File: src/pkg/acpg_pkg.sv
// Constants and types for the channel power gating block.
// Assumes a single 125 MHz clock domain and a synchronous reset.
package acpg_pkg;

  localparam int          NUM_CH        = 4;              // Converter channels
  localparam int          DATA_W        = 24;             // Conversion word width
  localparam int          PHASE_W       = 12;             // Phase delay width
  localparam int          SETTLE_W      = 16;             // Settle counter width
  localparam logic [3:0]  OFF_ALL       = 4'hf;           // Every channel off
  localparam logic [3:0]  OFF_RESET     = 4'hf;           // Channels off after reset
  localparam logic        EXT_RESET     = 1'h0;           // Ext selects after reset
  localparam logic [11:0] PHASE_RESET   = 12'h000;        // Phase counter after reset
  localparam logic [15:0] SETTLE_RESET  = 16'h0000;       // Settle counter after reset

  // Per-channel run state
  typedef enum logic [1:0] {
    ACPG_OFF,
    ACPG_SETTLE,
    ACPG_RUN
  } acpg_ch_state_t;

endpackage

File: src/verilog/acpg_power_gate.sv
// Power-mode control for four converter channels.
// Assumes config bits come from the register file on the same clock.
`timescale 1ns/100ps
`default_nettype none

// What this block does
// - Returning channel keeps its prior phase delay
// - Rejoining channel realigns to running channels
// - One channel off keeps shared clock
// - Returning channel resyncs to running clock itself
// - All off stops sampling and core clock
// - Any channel on restarts clock distribution
// - Full shutdown: all off, both ext selects
// - Full shutdown disables supply monitors, all clocks
// - Full shutdown: channels off, reference off
// - Full shutdown leaves configuration untouched
// - Serial port stays alive in full shutdown
// - Clearing any such bit reenables monitors
// - Full shutdown stops input sampling clocks
// - Channel on: biases, clock, logic; settle first
// - Off channel outputs zero, no ready pulses
// - Channels independent; config never modified
module acpg_power_gate
  import acpg_pkg::*;
(
  input  wire logic                           clock,            // 125 MHz clock
  input  wire logic                           reset,            // Sync reset, active high
  input  wire logic [acpg_pkg::NUM_CH-1:0]    channel_off,      // Per-channel shutdown bits
  input  wire logic                           ext_reference_select, // External reference chosen
  input  wire logic                           ext_clock_select, // External clock chosen
  input  wire logic [acpg_pkg::PHASE_W-1:0]   phase_delay [acpg_pkg::NUM_CH], // Phase per channel
  input  wire logic [acpg_pkg::PHASE_W-1:0]   frame_period,     // Frame length in cycles minus one
  input  wire logic [acpg_pkg::SETTLE_W-1:0]  settle_cycles,    // Filter settling frames
  input  wire logic [acpg_pkg::DATA_W-1:0]    raw_data [acpg_pkg::NUM_CH], // Converter results
  output logic      [acpg_pkg::DATA_W-1:0]    conv_data [acpg_pkg::NUM_CH], // Gated results
  output logic      [acpg_pkg::NUM_CH-1:0]    data_ready,       // Ready pulses
  output logic      [acpg_pkg::NUM_CH-1:0]    channel_enable,   // Bias, clock, logic enable
  output logic      [acpg_pkg::NUM_CH-1:0]    sample_clock_enable, // Input sampling clock gate
  output logic                                core_clock_enable,   // Digital core clock gate
  output logic                                reference_enable,    // Internal reference on
  output logic                                supply_monitor_enable, // Supply POR monitors on
  output logic                                serial_port_enable,  // Serial port alive
  output logic                                full_shutdown        // Full shutdown active
);

  // ----------------------------------------------------------------
  // State
  // ----------------------------------------------------------------
  typedef struct packed {
    acpg_ch_state_t [NUM_CH-1:0]               st;      // Channel states
    logic [NUM_CH-1:0][SETTLE_W-1:0]           settle;  // Settle frame counts
    logic [PHASE_W-1:0]                        phase;   // Shared frame phase
    logic [NUM_CH-1:0]                         rdy;     // Registered ready
    logic [NUM_CH-1:0][DATA_W-1:0]             dat;     // Registered data
    logic                                      core_en; // Core clock gate
    logic                                      fsd;     // Full shutdown
  } acpg_state_t;

  acpg_state_t s;       // Current state
  acpg_state_t next_s;  // Next state

  // Frame edge for one channel at its phase offset
  function automatic logic at_phase(input logic [PHASE_W-1:0] ph,
                                    input logic [PHASE_W-1:0] cnt);
    at_phase = (cnt == ph);
  endfunction

  // ----------------------------------------------------------------
  // Next-state logic
  // ----------------------------------------------------------------
  always_comb
  begin
    next_s = s;
    next_s.rdy = '0;
    // Full shutdown decode; clears as soon as any bit drops
    next_s.fsd = (channel_off == OFF_ALL) && ext_reference_select && ext_clock_select;
    // Full shutdown only gates enables; no configuration state is cleared
    // Core clock runs while any channel is on
    next_s.core_en = (channel_off != OFF_ALL);
    // Shared phase counter keeps running while any channel is on
    if (channel_off == OFF_ALL)
    begin
      next_s.phase = s.phase; // Frozen, clock not distributed
    end
    else if (s.phase >= frame_period)
    begin
      next_s.phase = '0;
    end
    else
    begin
      next_s.phase = s.phase + 1'b1;
    end
    for (int i = 0; i < NUM_CH; i++)
    begin
      unique case (s.st[i])
        ACPG_OFF:
        begin
          next_s.dat[i] = '0;
          if (!channel_off[i]) // Bit i owns channel i
          begin
            next_s.st[i] = ACPG_SETTLE;
            next_s.settle[i] = SETTLE_RESET;
          end
        end
        ACPG_SETTLE:
        begin
          if (channel_off[i])
          begin
            next_s.st[i] = ACPG_OFF;
          end
          else if (at_phase(phase_delay[i], s.phase)) // Aligned to shared phase
          begin
            if (s.settle[i] >= settle_cycles)
            begin
              next_s.st[i] = ACPG_RUN;
            end
            else
            begin
              next_s.settle[i] = s.settle[i] + 1'b1;
            end
          end
        end
        ACPG_RUN:
        begin
          if (channel_off[i])
          begin
            next_s.st[i] = ACPG_OFF;
            next_s.dat[i] = '0;
          end
          else if (at_phase(phase_delay[i], s.phase))
          begin
            next_s.rdy[i] = 1'b1; // Ready on realigned timing
            next_s.dat[i] = raw_data[i];
          end
        end
        default:
        begin
          next_s.st[i] = ACPG_OFF;
        end
      endcase
    end
  end

  // ----------------------------------------------------------------
  // Registers
  // ----------------------------------------------------------------
  always_ff @(posedge clock)
  begin
    if (reset)
    begin
      s.st      <= '{default: ACPG_OFF};
      s.settle  <= '0;
      s.phase   <= PHASE_RESET;
      s.rdy     <= '0;
      s.dat     <= '0;
      s.core_en <= 1'b0;
      s.fsd     <= 1'b0;
    end
    else
    begin
      s <= next_s;
    end
  end

  // ----------------------------------------------------------------
  // Outputs
  // ----------------------------------------------------------------
  generate
    for (genvar g = 0; g < NUM_CH; g++)
    begin : g_ch
      assign conv_data[g] = s.dat[g];
      assign channel_enable[g] = (s.st[g] != ACPG_OFF);
      // Sampling clock only while core clock runs
      assign sample_clock_enable[g] = s.core_en && !s.fsd;
    end
  endgenerate

  assign data_ready            = s.rdy;
  assign core_clock_enable     = s.core_en && !s.fsd;
  assign reference_enable      = !s.fsd;
  assign supply_monitor_enable = !s.fsd;
  assign serial_port_enable    = 1'b1;           // Never gated
  assign full_shutdown         = s.fsd;

  // ----------------------------------------------------------------
  // Assertions
  // ----------------------------------------------------------------
  a_full_entry: assert property (@(posedge clock) disable iff (reset)
    ((channel_off == OFF_ALL) && ext_reference_select && ext_clock_select) |=> full_shutdown)
    else $error("full shutdown not entered");

  a_monitor_back: assert property (@(posedge clock) disable iff (reset)
    (full_shutdown && !((channel_off == OFF_ALL) && ext_reference_select && ext_clock_select))
    |=> supply_monitor_enable)
    else $error("monitors not restored");

  a_full_gates: assert property (@(posedge clock) disable iff (reset)
    full_shutdown |-> !core_clock_enable && !supply_monitor_enable && !reference_enable)
    else $error("full shutdown leaves something on");

  a_off_zero: assert property (@(posedge clock) disable iff (reset)
    (channel_off[0] && !channel_enable[0]) |=> (conv_data[0] == '0) && !data_ready[0])
    else $error("off channel emits data");

  a_clock_stop: assert property (@(posedge clock) disable iff (reset)
    (channel_off == OFF_ALL) |=> !core_clock_enable && (sample_clock_enable == '0))
    else $error("clock runs with all off");

  a_clock_restart: assert property (@(posedge clock) disable iff (reset)
    ($past(channel_off) == OFF_ALL && channel_off != OFF_ALL) |=> core_clock_enable)
    else $error("clock not restarted");

  a_shared_clock: assert property (@(posedge clock) disable iff (reset)
    ($rose(channel_off[1]) && channel_off != OFF_ALL) |=> core_clock_enable)
    else $error("shared clock stopped");

  a_ready_phase: assert property (@(posedge clock) disable iff (reset)
    data_ready[0] |-> $past(s.phase) == $past(phase_delay[0]))
    else $error("ready off phase");

  a_chan_enable: assert property (@(posedge clock) disable iff (reset)
    (!channel_off[2] && !channel_enable[2]) |=> channel_enable[2])
    else $error("channel not enabled");

  a_serial_alive: assert property (@(posedge clock) disable iff (reset)
    full_shutdown |-> serial_port_enable)
    else $error("serial port gated");

endmodule

`default_nettype wire
File: config.mk
export PLATFORM = sky130hd
export DESIGN_NAME = acpg_power_gate
export DESIGN_NICKNAME = d
export VERILOG_FILES = /design/src/pkg/acpg_pkg.sv /design/src/verilog/acpg_power_gate.sv
export SDC_FILE = /design/constraint.sdc
export NUM_CORES = 1
export LEC_CHECK = 0
export BUFFER_PORTS_ARGS = -buffer_cell sky130_fd_sc_hd__buf_2
export CORE_MARGIN = 10
export CORE_UTILIZATION = 50
export DETAILED_ROUTE_END_ITERATION = 16
export PLACE_DENSITY = 0.79
export SYNTH_ARGS = -nofsm -noshare
export SYNTH_HDL_FRONTEND = slang
export SYNTH_SLANG_ARGS = --single-unit
File: constraint.sdc
create_clock -name clock -period 3 [get_ports clock]
set_input_delay 0.45 -clock clock [delete_from_list [all_inputs] [get_ports clock]]
set_output_delay 0.45 -clock clock [all_outputs]
set_load 0.02 [all_outputs]
# Word level (Yosys, flattened, before mapping)
# Cells that the tools add are included.
# word_totals
register_bits	186
# op_classes
magnitude_cmp	5
n_mux	61
n_eq_ne	46
n_reduce_logical	36
bitwise_logic	4
add_sub_neg	5
# ops
cell	n
2-to-1 mux 16 bit	16
2-to-1 mux 24 bit	8
case mux 24 bit (2 select lines)	4
case mux 16 bit (2 select lines)	4
adder 16 x 1 -> 16 bit (second input constant)	4
>= comparator 16 bit	4
equality test 12 bit	4
2-to-1 mux 2 bit	20
inequality test 2 bit (second input constant)	20
inequality test 3 bit (second input constant)	12
case mux 2 bit (3 select lines)	4
nonzero test 2 bit	12
AND reduction 5 bit	4
AND reduction 4 bit	4
adder 12 x 1 -> 12 bit (second input constant)	1
>= comparator 12 bit	1
2-to-1 mux 12 bit	1
OR reduction 3 bit	4
equality test 2 x 1 -> 1 bit (second input constant)	4
equality test 2 bit (second input constant)	4
zero test 2 bit	4
AND reduction 2 bit	4
equality test 4 bit (second input constant)	1
2-to-1 mux 1 bit	4
other kinds (4)	9

# Logic depth before layout (Yosys ltp)
# Gate-level depths: netlist of the first run.
# depth
word_depth	5
mapped_depth	11
depth_no_buf	9

# Worst setup path before layout of the first run
# Ideal clock, no wire load.
# synth_path
kind	input to register
from	in settle_cycles[11] (netlist bit)
to	reg s[143] (netlist bit)
cell_stages	10
arrival_time_ps	2492
setup_slack_ps	433
n_path_buf	1
cell_sequence	inv_1 -> ha_1 -> a211oi_1 -> o21ai_0 -> a2111oi_0 -> o31ai_1 -> a2111oi_1 -> buf_2 -> nand3_1 -> o21ai_0
# synth_via
elab_chain_cells	3
# synth_rtl
item	line	text
start, declared	acpg_power_gate.sv:33	input wire logic [acpg_pkg::SETTLE_W-1:0] settle_cycles,
>= comparator 16 bit	acpg_power_gate.sv:113	if (s.settle[i] >= settle_cycles)
inequality test 2 bit (no line)	-	
AND reduction 5 bit (no line)	-	
end signal, assigned	acpg_power_gate.sv:161	s <= next_s;
end, declared	acpg_power_gate.sv:59	acpg_state_t s;
# No other way between the ends.
# A chain may end at the register's enable or synchronous reset.

# Worst setup path after layout of the first run
# layout_path
from	reg s[114] (netlist bit)
to	reg s[127] (netlist bit)
# layout_via
elab_chain_cells	5
# layout_rtl
item	line	text
adder 16 x 1 -> 16 bit	acpg_power_gate.sv:119	next_s.settle[i] = s.settle[i] + 1'b1;
2-to-1 mux 16 bit	acpg_power_gate.sv:113	
2-to-1 mux 16 bit	acpg_power_gate.sv:111	else if (at_phase(phase_delay[i], s.phase))
2-to-1 mux 16 bit	acpg_power_gate.sv:107	if (channel_off[i])
case mux 16 bit (2 select lines)	acpg_power_gate.sv:95	unique case (s.st[i])
# Parallel ways exist; a longest one is shown, timed or not. The select of a mux whose other input is x is not followed.

==> reports/metrics.yaml, run 1 <==
outcome:
  status: "completed"
grt:
  grt_pass1_vias: 8929
  grt-ovfl-total: 0
  grt_max_degree: 26
  grt_usage_pct: 20.59
  antenna_found_initial: 2
  grt_pass1_wl_um: 44930
synthesis:
  synthCells: 1150
  synth.distinct_cells: 60
  synth_flop_cell: "dfxtp_1"
  ys_warn_count: 0
  synth-edff-count: 0
  synth_area_um2: 10260
  synth_area_per_cell_um2: 8.923
  synth-seq-area-share_pct: 36.29
  synth-async-reset-ratio_pct: 0
  ys_seq_elements: 186
  synth_fp_nets: 1411
placed_design:
  post_dp_cell_area_um2: 11290
  gp_congestion: 0.9349
  place_ws_ps: 96.94
  place_hpwl_um: 22550
  portBuffers: 291
  dp.cells: 1590
power_and_ir_drop:
  cellPowerDensity_nw_per_um2: 438.3
  power.leakage_nw: 5.631
  switching_share_pct: 25.89
  p_clk_share_pct: 43.9
  peakVddDrop_uv: 301.5
  switchingPower_w: 0.001351
  seqPwrFrac_pct: 47.8
  comb_power_share_pct: 8.3
  internal-power_w: 0.003867
  finalPower_w: 0.005218
clock_network:
  clk_latency_ps: 430
  cts_setup_buffers: 0
  cts_root_buf: "clkbuf_16"
  cts.sinks: 186
  cts_tree: "done"
  htree_levels: 4
  numCtsBuffers: 17
  clk_pin_slew_ps: 80
  clk_path_buf_depth: 2
final_layout:
  final_area_um2: 11910
  final_nets: 1600
  final_layout_size_suffix_gt1_share_pct: 27.46
  final_cells: 1623
  mostFrequentLayoutCells: "291 x buf_2, 186 x dfxtp_1, 97 x a22o_1"
  area_growth_pct: 16.02
  final_common_cell: "buf_2"
timing:
  hold_violations: 0
  clock_skew_ps: 13.45
  max_freq_ghz: 0.3692
  setup_ws_ps: 291.5
  finalSetupTns_ps: 0
  finalCriticalPeriod_ps: 2708
  drv_slew: 0
  tightest_slew_ps: 1179
  grt_setup_unrepaired: "false"
  setup_viol: 0
  slew_headroom_pct: 21.08
  period_share_pct: 90.28
floorplan:
  pin_count: 293
  coreArea_um2: 20230
  die-area_um2: 26650
  initial_core_util_pct: 50.71
  die_x_um: 163.3
  die_y_um: 163.3
  core.rowCount: 52
drt:
  viasPerCell: 5.509
  antenna_left: 0
  first_pass_iters: 8
  drt_iter0_drc: 530
  drc_errors: 0
  num_vias: 8941
  wire_per_inst_um: 17.71
  drt_wl_total_um: 28750
setup_path:
  timing.rr.start: "s[114]"
  cp_max_fo: 9
  endpoint_kind: "flip-flop"
  r2r-end: "s[127]"
  slowest_stage: "a211oi_2"
  reg2reg_slack_ps: 290
  crit_chain: "inv_1, ha_1, nand2b_1, a21oi_1, o21ai_0, a211oi_2, nand4_4, or2_0, o41ai_1"
  worstPathRequired_ps: 3320
  crit_type: "flip-flop to flip-flop"
  cp-start-kind: "flip-flop"
  slowest_delay_ps: 590
  r2r_cells: 9
  worst_ep_arrival_time_ps: 3030
min_path:
  hold_path_class: "input pin to flip-flop"
  hold_depth: 2
  hp-start: "raw_data[64]"
  whs_endpoint: "conv_data[64]"
run:
  max_cap_violations: 0
## layout make-up
class | instances | area (um2)
fillers | 1802 | 8329
well taps | 270 | 337.8
clock buffers | 17 | 425.4
inverters | 54 | 202.7
flip-flops and latches | 186 | 3724
multi-input cells | 760 | 5355
clock inverters | 14 | 181.4
diodes | 2 | 5.005
repair buffers | 320 | 1674
## cells by family after synthesis
| kind of cell | count (synthesis) | synth area share (%) |
|---|---|---|
| AOI/OAI and AO/OA | 276 | 19.31 |
| xor gates and xnor gates | 69 | 5.890 |
| adders and majority gates | 81 | 9.877 |
| buffers and inverters | 204 | 11.74 |
| DFF | 186 | 36.29 |
| muxes | 4 | 0.3902 |
| other | 1 | 0.03655 |
| and+or+nand+nor | 329 | 16.46 |
## Yosys cell counts (16+ instances only)
cell type	instances	area (um2)
a21oi_1	51	255.2
a22o_1	97	849.6
and3_1	16	100.1
buf_4	109	818.3
clkbuf_1	26	97.59
dfxtp_1	186	3724
ha_1	81	1013
inv_1	54	202.7
nand2_1	58	217.7
nand3_1	47	235.2
nand4_1	26	162.7
nor2_1	89	334.1
nor4_1	21	131.4
o21ai_0	50	250.2
xor2_1	59	516.8
## power by group through the flow
stage                     combinational (W)  sequential [W]  clock (W)
after detailed placement           0.000427         0.00255          0
final                              0.000432         0.00250    0.00229
after global routing               0.000479         0.00250    0.00245
after global placement             0.000414         0.00255          0
after floorplan                    0.000232         0.00254          0
after CTS                          0.000430         0.00249    0.00234
## registers in the layout, summed over array words and instances, names as in the netlist
| name | count |
|---|---|
| data_ready | 4 |
| full_shutdown | 1 |
| conv_data | 96 |
| s | 85 |
## routing by layer
| layer | up-vias | track usage, % | routed length [um] |
|---|---|---|---|
| met3 | 43 | 7.249 | 2664 |
| met5 | - | 0 | 19 |
| met2 | 339 | 34.50 | 13780 |
| met1 | 4131 | 24.29 | 11830 |
| met4 | 2 | 5.984 | 462 |
| li1 | 4426 | - | - |
## critical path: cells and delay by family (launching register included)
family | cells | cell delay (ps)
buf+inv | 1 | 90
fa+ha+maj | 1 | 270
compound gates | 4 | 1210
simple gates | 3 | 680
flops | 1 | 360
## worst max path at each step
stage | cells past startpoint | from | to
5_1_grt | 7 | s[112] | s[177]
2_1_floorplan | 10 | settle_cycles[11] | s[143]
3_5_place_dp | 10 | settle_cycles[7] | s[127]
4_1_cts | 9 | s[114] | s[127]
6_report | 9 | s[114] | s[127]
3_3_place_gp | 10 | settle_cycles[7] | s[124]
## repair_timing
| action | 4_1_cts | 5_1_grt |
|---|---|---|
| resized for setup | 0 | 1 |
| endpoints found under the setup margin | 0 | 1 |
| hold buffers | 0 | 0 |
## metrics by stage
step	hold WS (ps)	util [%]
4_1_cts	205.4	58.78
3_3_place_gp	405.4	55.78
2_1_floorplan	400.7	-
5_1_grt	206.0	58.81
3_5_place_dp	420.0	55.78
6_report	217.3	58.84
Note: power is estimated with default switching activity, not from simulation.
==> run 2, diff against run 1 <==
Settings changed: CAP_MARGIN set to 20, CTS_CLUSTER_SIZE set to 14.
Clock period 3 ns to 3.5 ns, I/O delays scaled along.
==> run 2 against run 1 <==
Against the previous run: total power decreased by 16%; critical path depth decreased by 2; cell count decreased by 0.80%; clock skew about the same; setup slack improved by 290 ps; design area decreased by 1.1%; wire length increased by 0.18%.
==> reports/metrics.yaml, run 2 (synthesis results as in run 1) <==
clock_network:
  clk_pin_slew_ps: 80
  cts_hold_buffers: 0
  cts_tree: "done"
  cts_setup_buffers: 0
  cts.sinks: 186
  numCtsBuffers: 17
  cts_resized: 0
  htree_levels: 4
  cts_root_buf: "clkbuf_16"
  clk_latency_ps: 440
  clk_path_buf_depth: 2
placed_design:
  place_hpwl_um: 22730
  gp_congestion: 0.9145
  portBuffers: 291
  dp.cells: 1580
  place_ws_ps: 483.5
floorplan:
  die_x_um: 163.3
  die-area_um2: 26650
  core.rowCount: 52
  pin_count: 293
  coreArea_um2: 20230
  die_y_um: 163.3
  initial_core_util_pct: 50.71
final_layout:
  final_common_cell: "buf_2"
  utilization_pct: 58.19
  n_fill_cell: 1777
  mostFrequentLayoutCells: "291 x buf_2, 186 x dfxtp_1, 97 x a22o_1"
  area_growth_pct: 14.74
  diodes: 0
  largest_reg_flops: 96
  final_cells: 1610
  final_layout_size_suffix_gt1_share_pct: 26.79
  final_nets: 1590
power_and_ir_drop:
  finalPower_w: 0.004382
  power.leakage_nw: 5.561
  cellPowerDensity_nw_per_um2: 372.2
  peakVddDrop_uv: 281.7
drt:
  first_pass_iters: 5
  drc_errors: 0
  drt_iter0_drc: 563
  antenna_left: 0
  drt_wl_total_um: 28800
  num_vias: 8989
  viasPerCell: 5.583
  wire_per_inst_um: 17.89
min_path:
  hold_path_class: "input pin to flip-flop"
  hold_depth: 2
  hp-start: "raw_data[86]"
  whs_endpoint: "conv_data[86]"
setup_path:
  r2r_cells: 7
  r2r-end: "s[177]"
  cp_max_fo: 8
  crit_type: "flip-flop to flip-flop"
  endpoint_kind: "flip-flop"
  cp-start-kind: "flip-flop"
  worst_ep_arrival_time_ps: 3230
  reg2reg_slack_ps: 580
  worstPathRequired_ps: 3810
  timing.rr.start: "s[103]"
grt:
  grt_pass1_wl_um: 45300
  grt-ovfl-total: 0
  grt_pass1_vias: 8945
  antenna_found_initial: 1
  grt_usage_pct: 20.70
  grt_max_degree: 26
run:
  max_cap_violations: 0
timing:
  period_share_pct: 83.31
  max_freq_ghz: 0.3429
  finalSetupTns_ps: 0
  drv_slew: 0
  slew_headroom_pct: 53.62
  grt_setup_unrepaired: "false"
  tightest_slew_ps: 689.5
  clock_skew_ps: 13.76
  finalCriticalPeriod_ps: 2916
  setup_ws_ps: 584.0
  setup_viol: 0
  hold_violations: 0
outcome:
  status: "completed"
## run 2: worst max-delay path by stage
stage	start	end	slack (ps)	cells after the start
after detailed placement	settle_cycles[11]	s[138]	480	11
after floorplan	settle_cycles[11]	s[143]	860	10
after global routing	s[102]	s[139]	430	7
after global placement	settle_cycles[11]	s[140]	550	11
final	s[103]	s[177]	580	7
after CTS	s[103]	s[177]	620	7
## run 2: routing by layer
layer | share of wire [%] | global-route usage, %
met5 | 0 | 0
met3 | 8.8 | 6.972
met1 | 41 | 24.54
met4 | 1.8 | 6.557
met2 | 48 | 34.52
## run 2: where the power goes
part,leakage [nW],switching (W),internal [W]
combinational,3.79,0.000201,0.000162
clock,0.276,0.000883,0.000996
sequential,1.50,0.0000167,0.00212
total,5.56,0.00110,0.00328
## run 2: per-stage QoR
| stage | cell area (um2) | hold WS (ps) |
|---|---|---|
| 6_report | 11770 | 296.0 |
| 3_3_place_gp | 11210 | 406.4 |
| 2_1_floorplan | 10260 | 400.7 |
| 4_1_cts | 11770 | 284.5 |
| 3_5_place_dp | 11210 | 417.8 |
| 5_1_grt | 11770 | 287.7 |
## run 2: layout make-up
class                      count  area [um2]  area share [%]
multi-input combinational    760        5349           45.43
sequential                   186        3724           31.63
timing repair buffer         310        1599           13.58
clock buffer                  17       425.4           3.613
tap                          270       337.8           2.869
inverter                      54       202.7           1.722
clock inverter                13       136.4           1.158
## run 2: worst max-delay path: stages, from the launching register on
cell and delay, ps:
dfxtp_1 590, xor2_1 120, nor4_1 480, nand3_1 290, nor3_1 400, nand3b_1 240
or3_1 390, o41ai_1 290
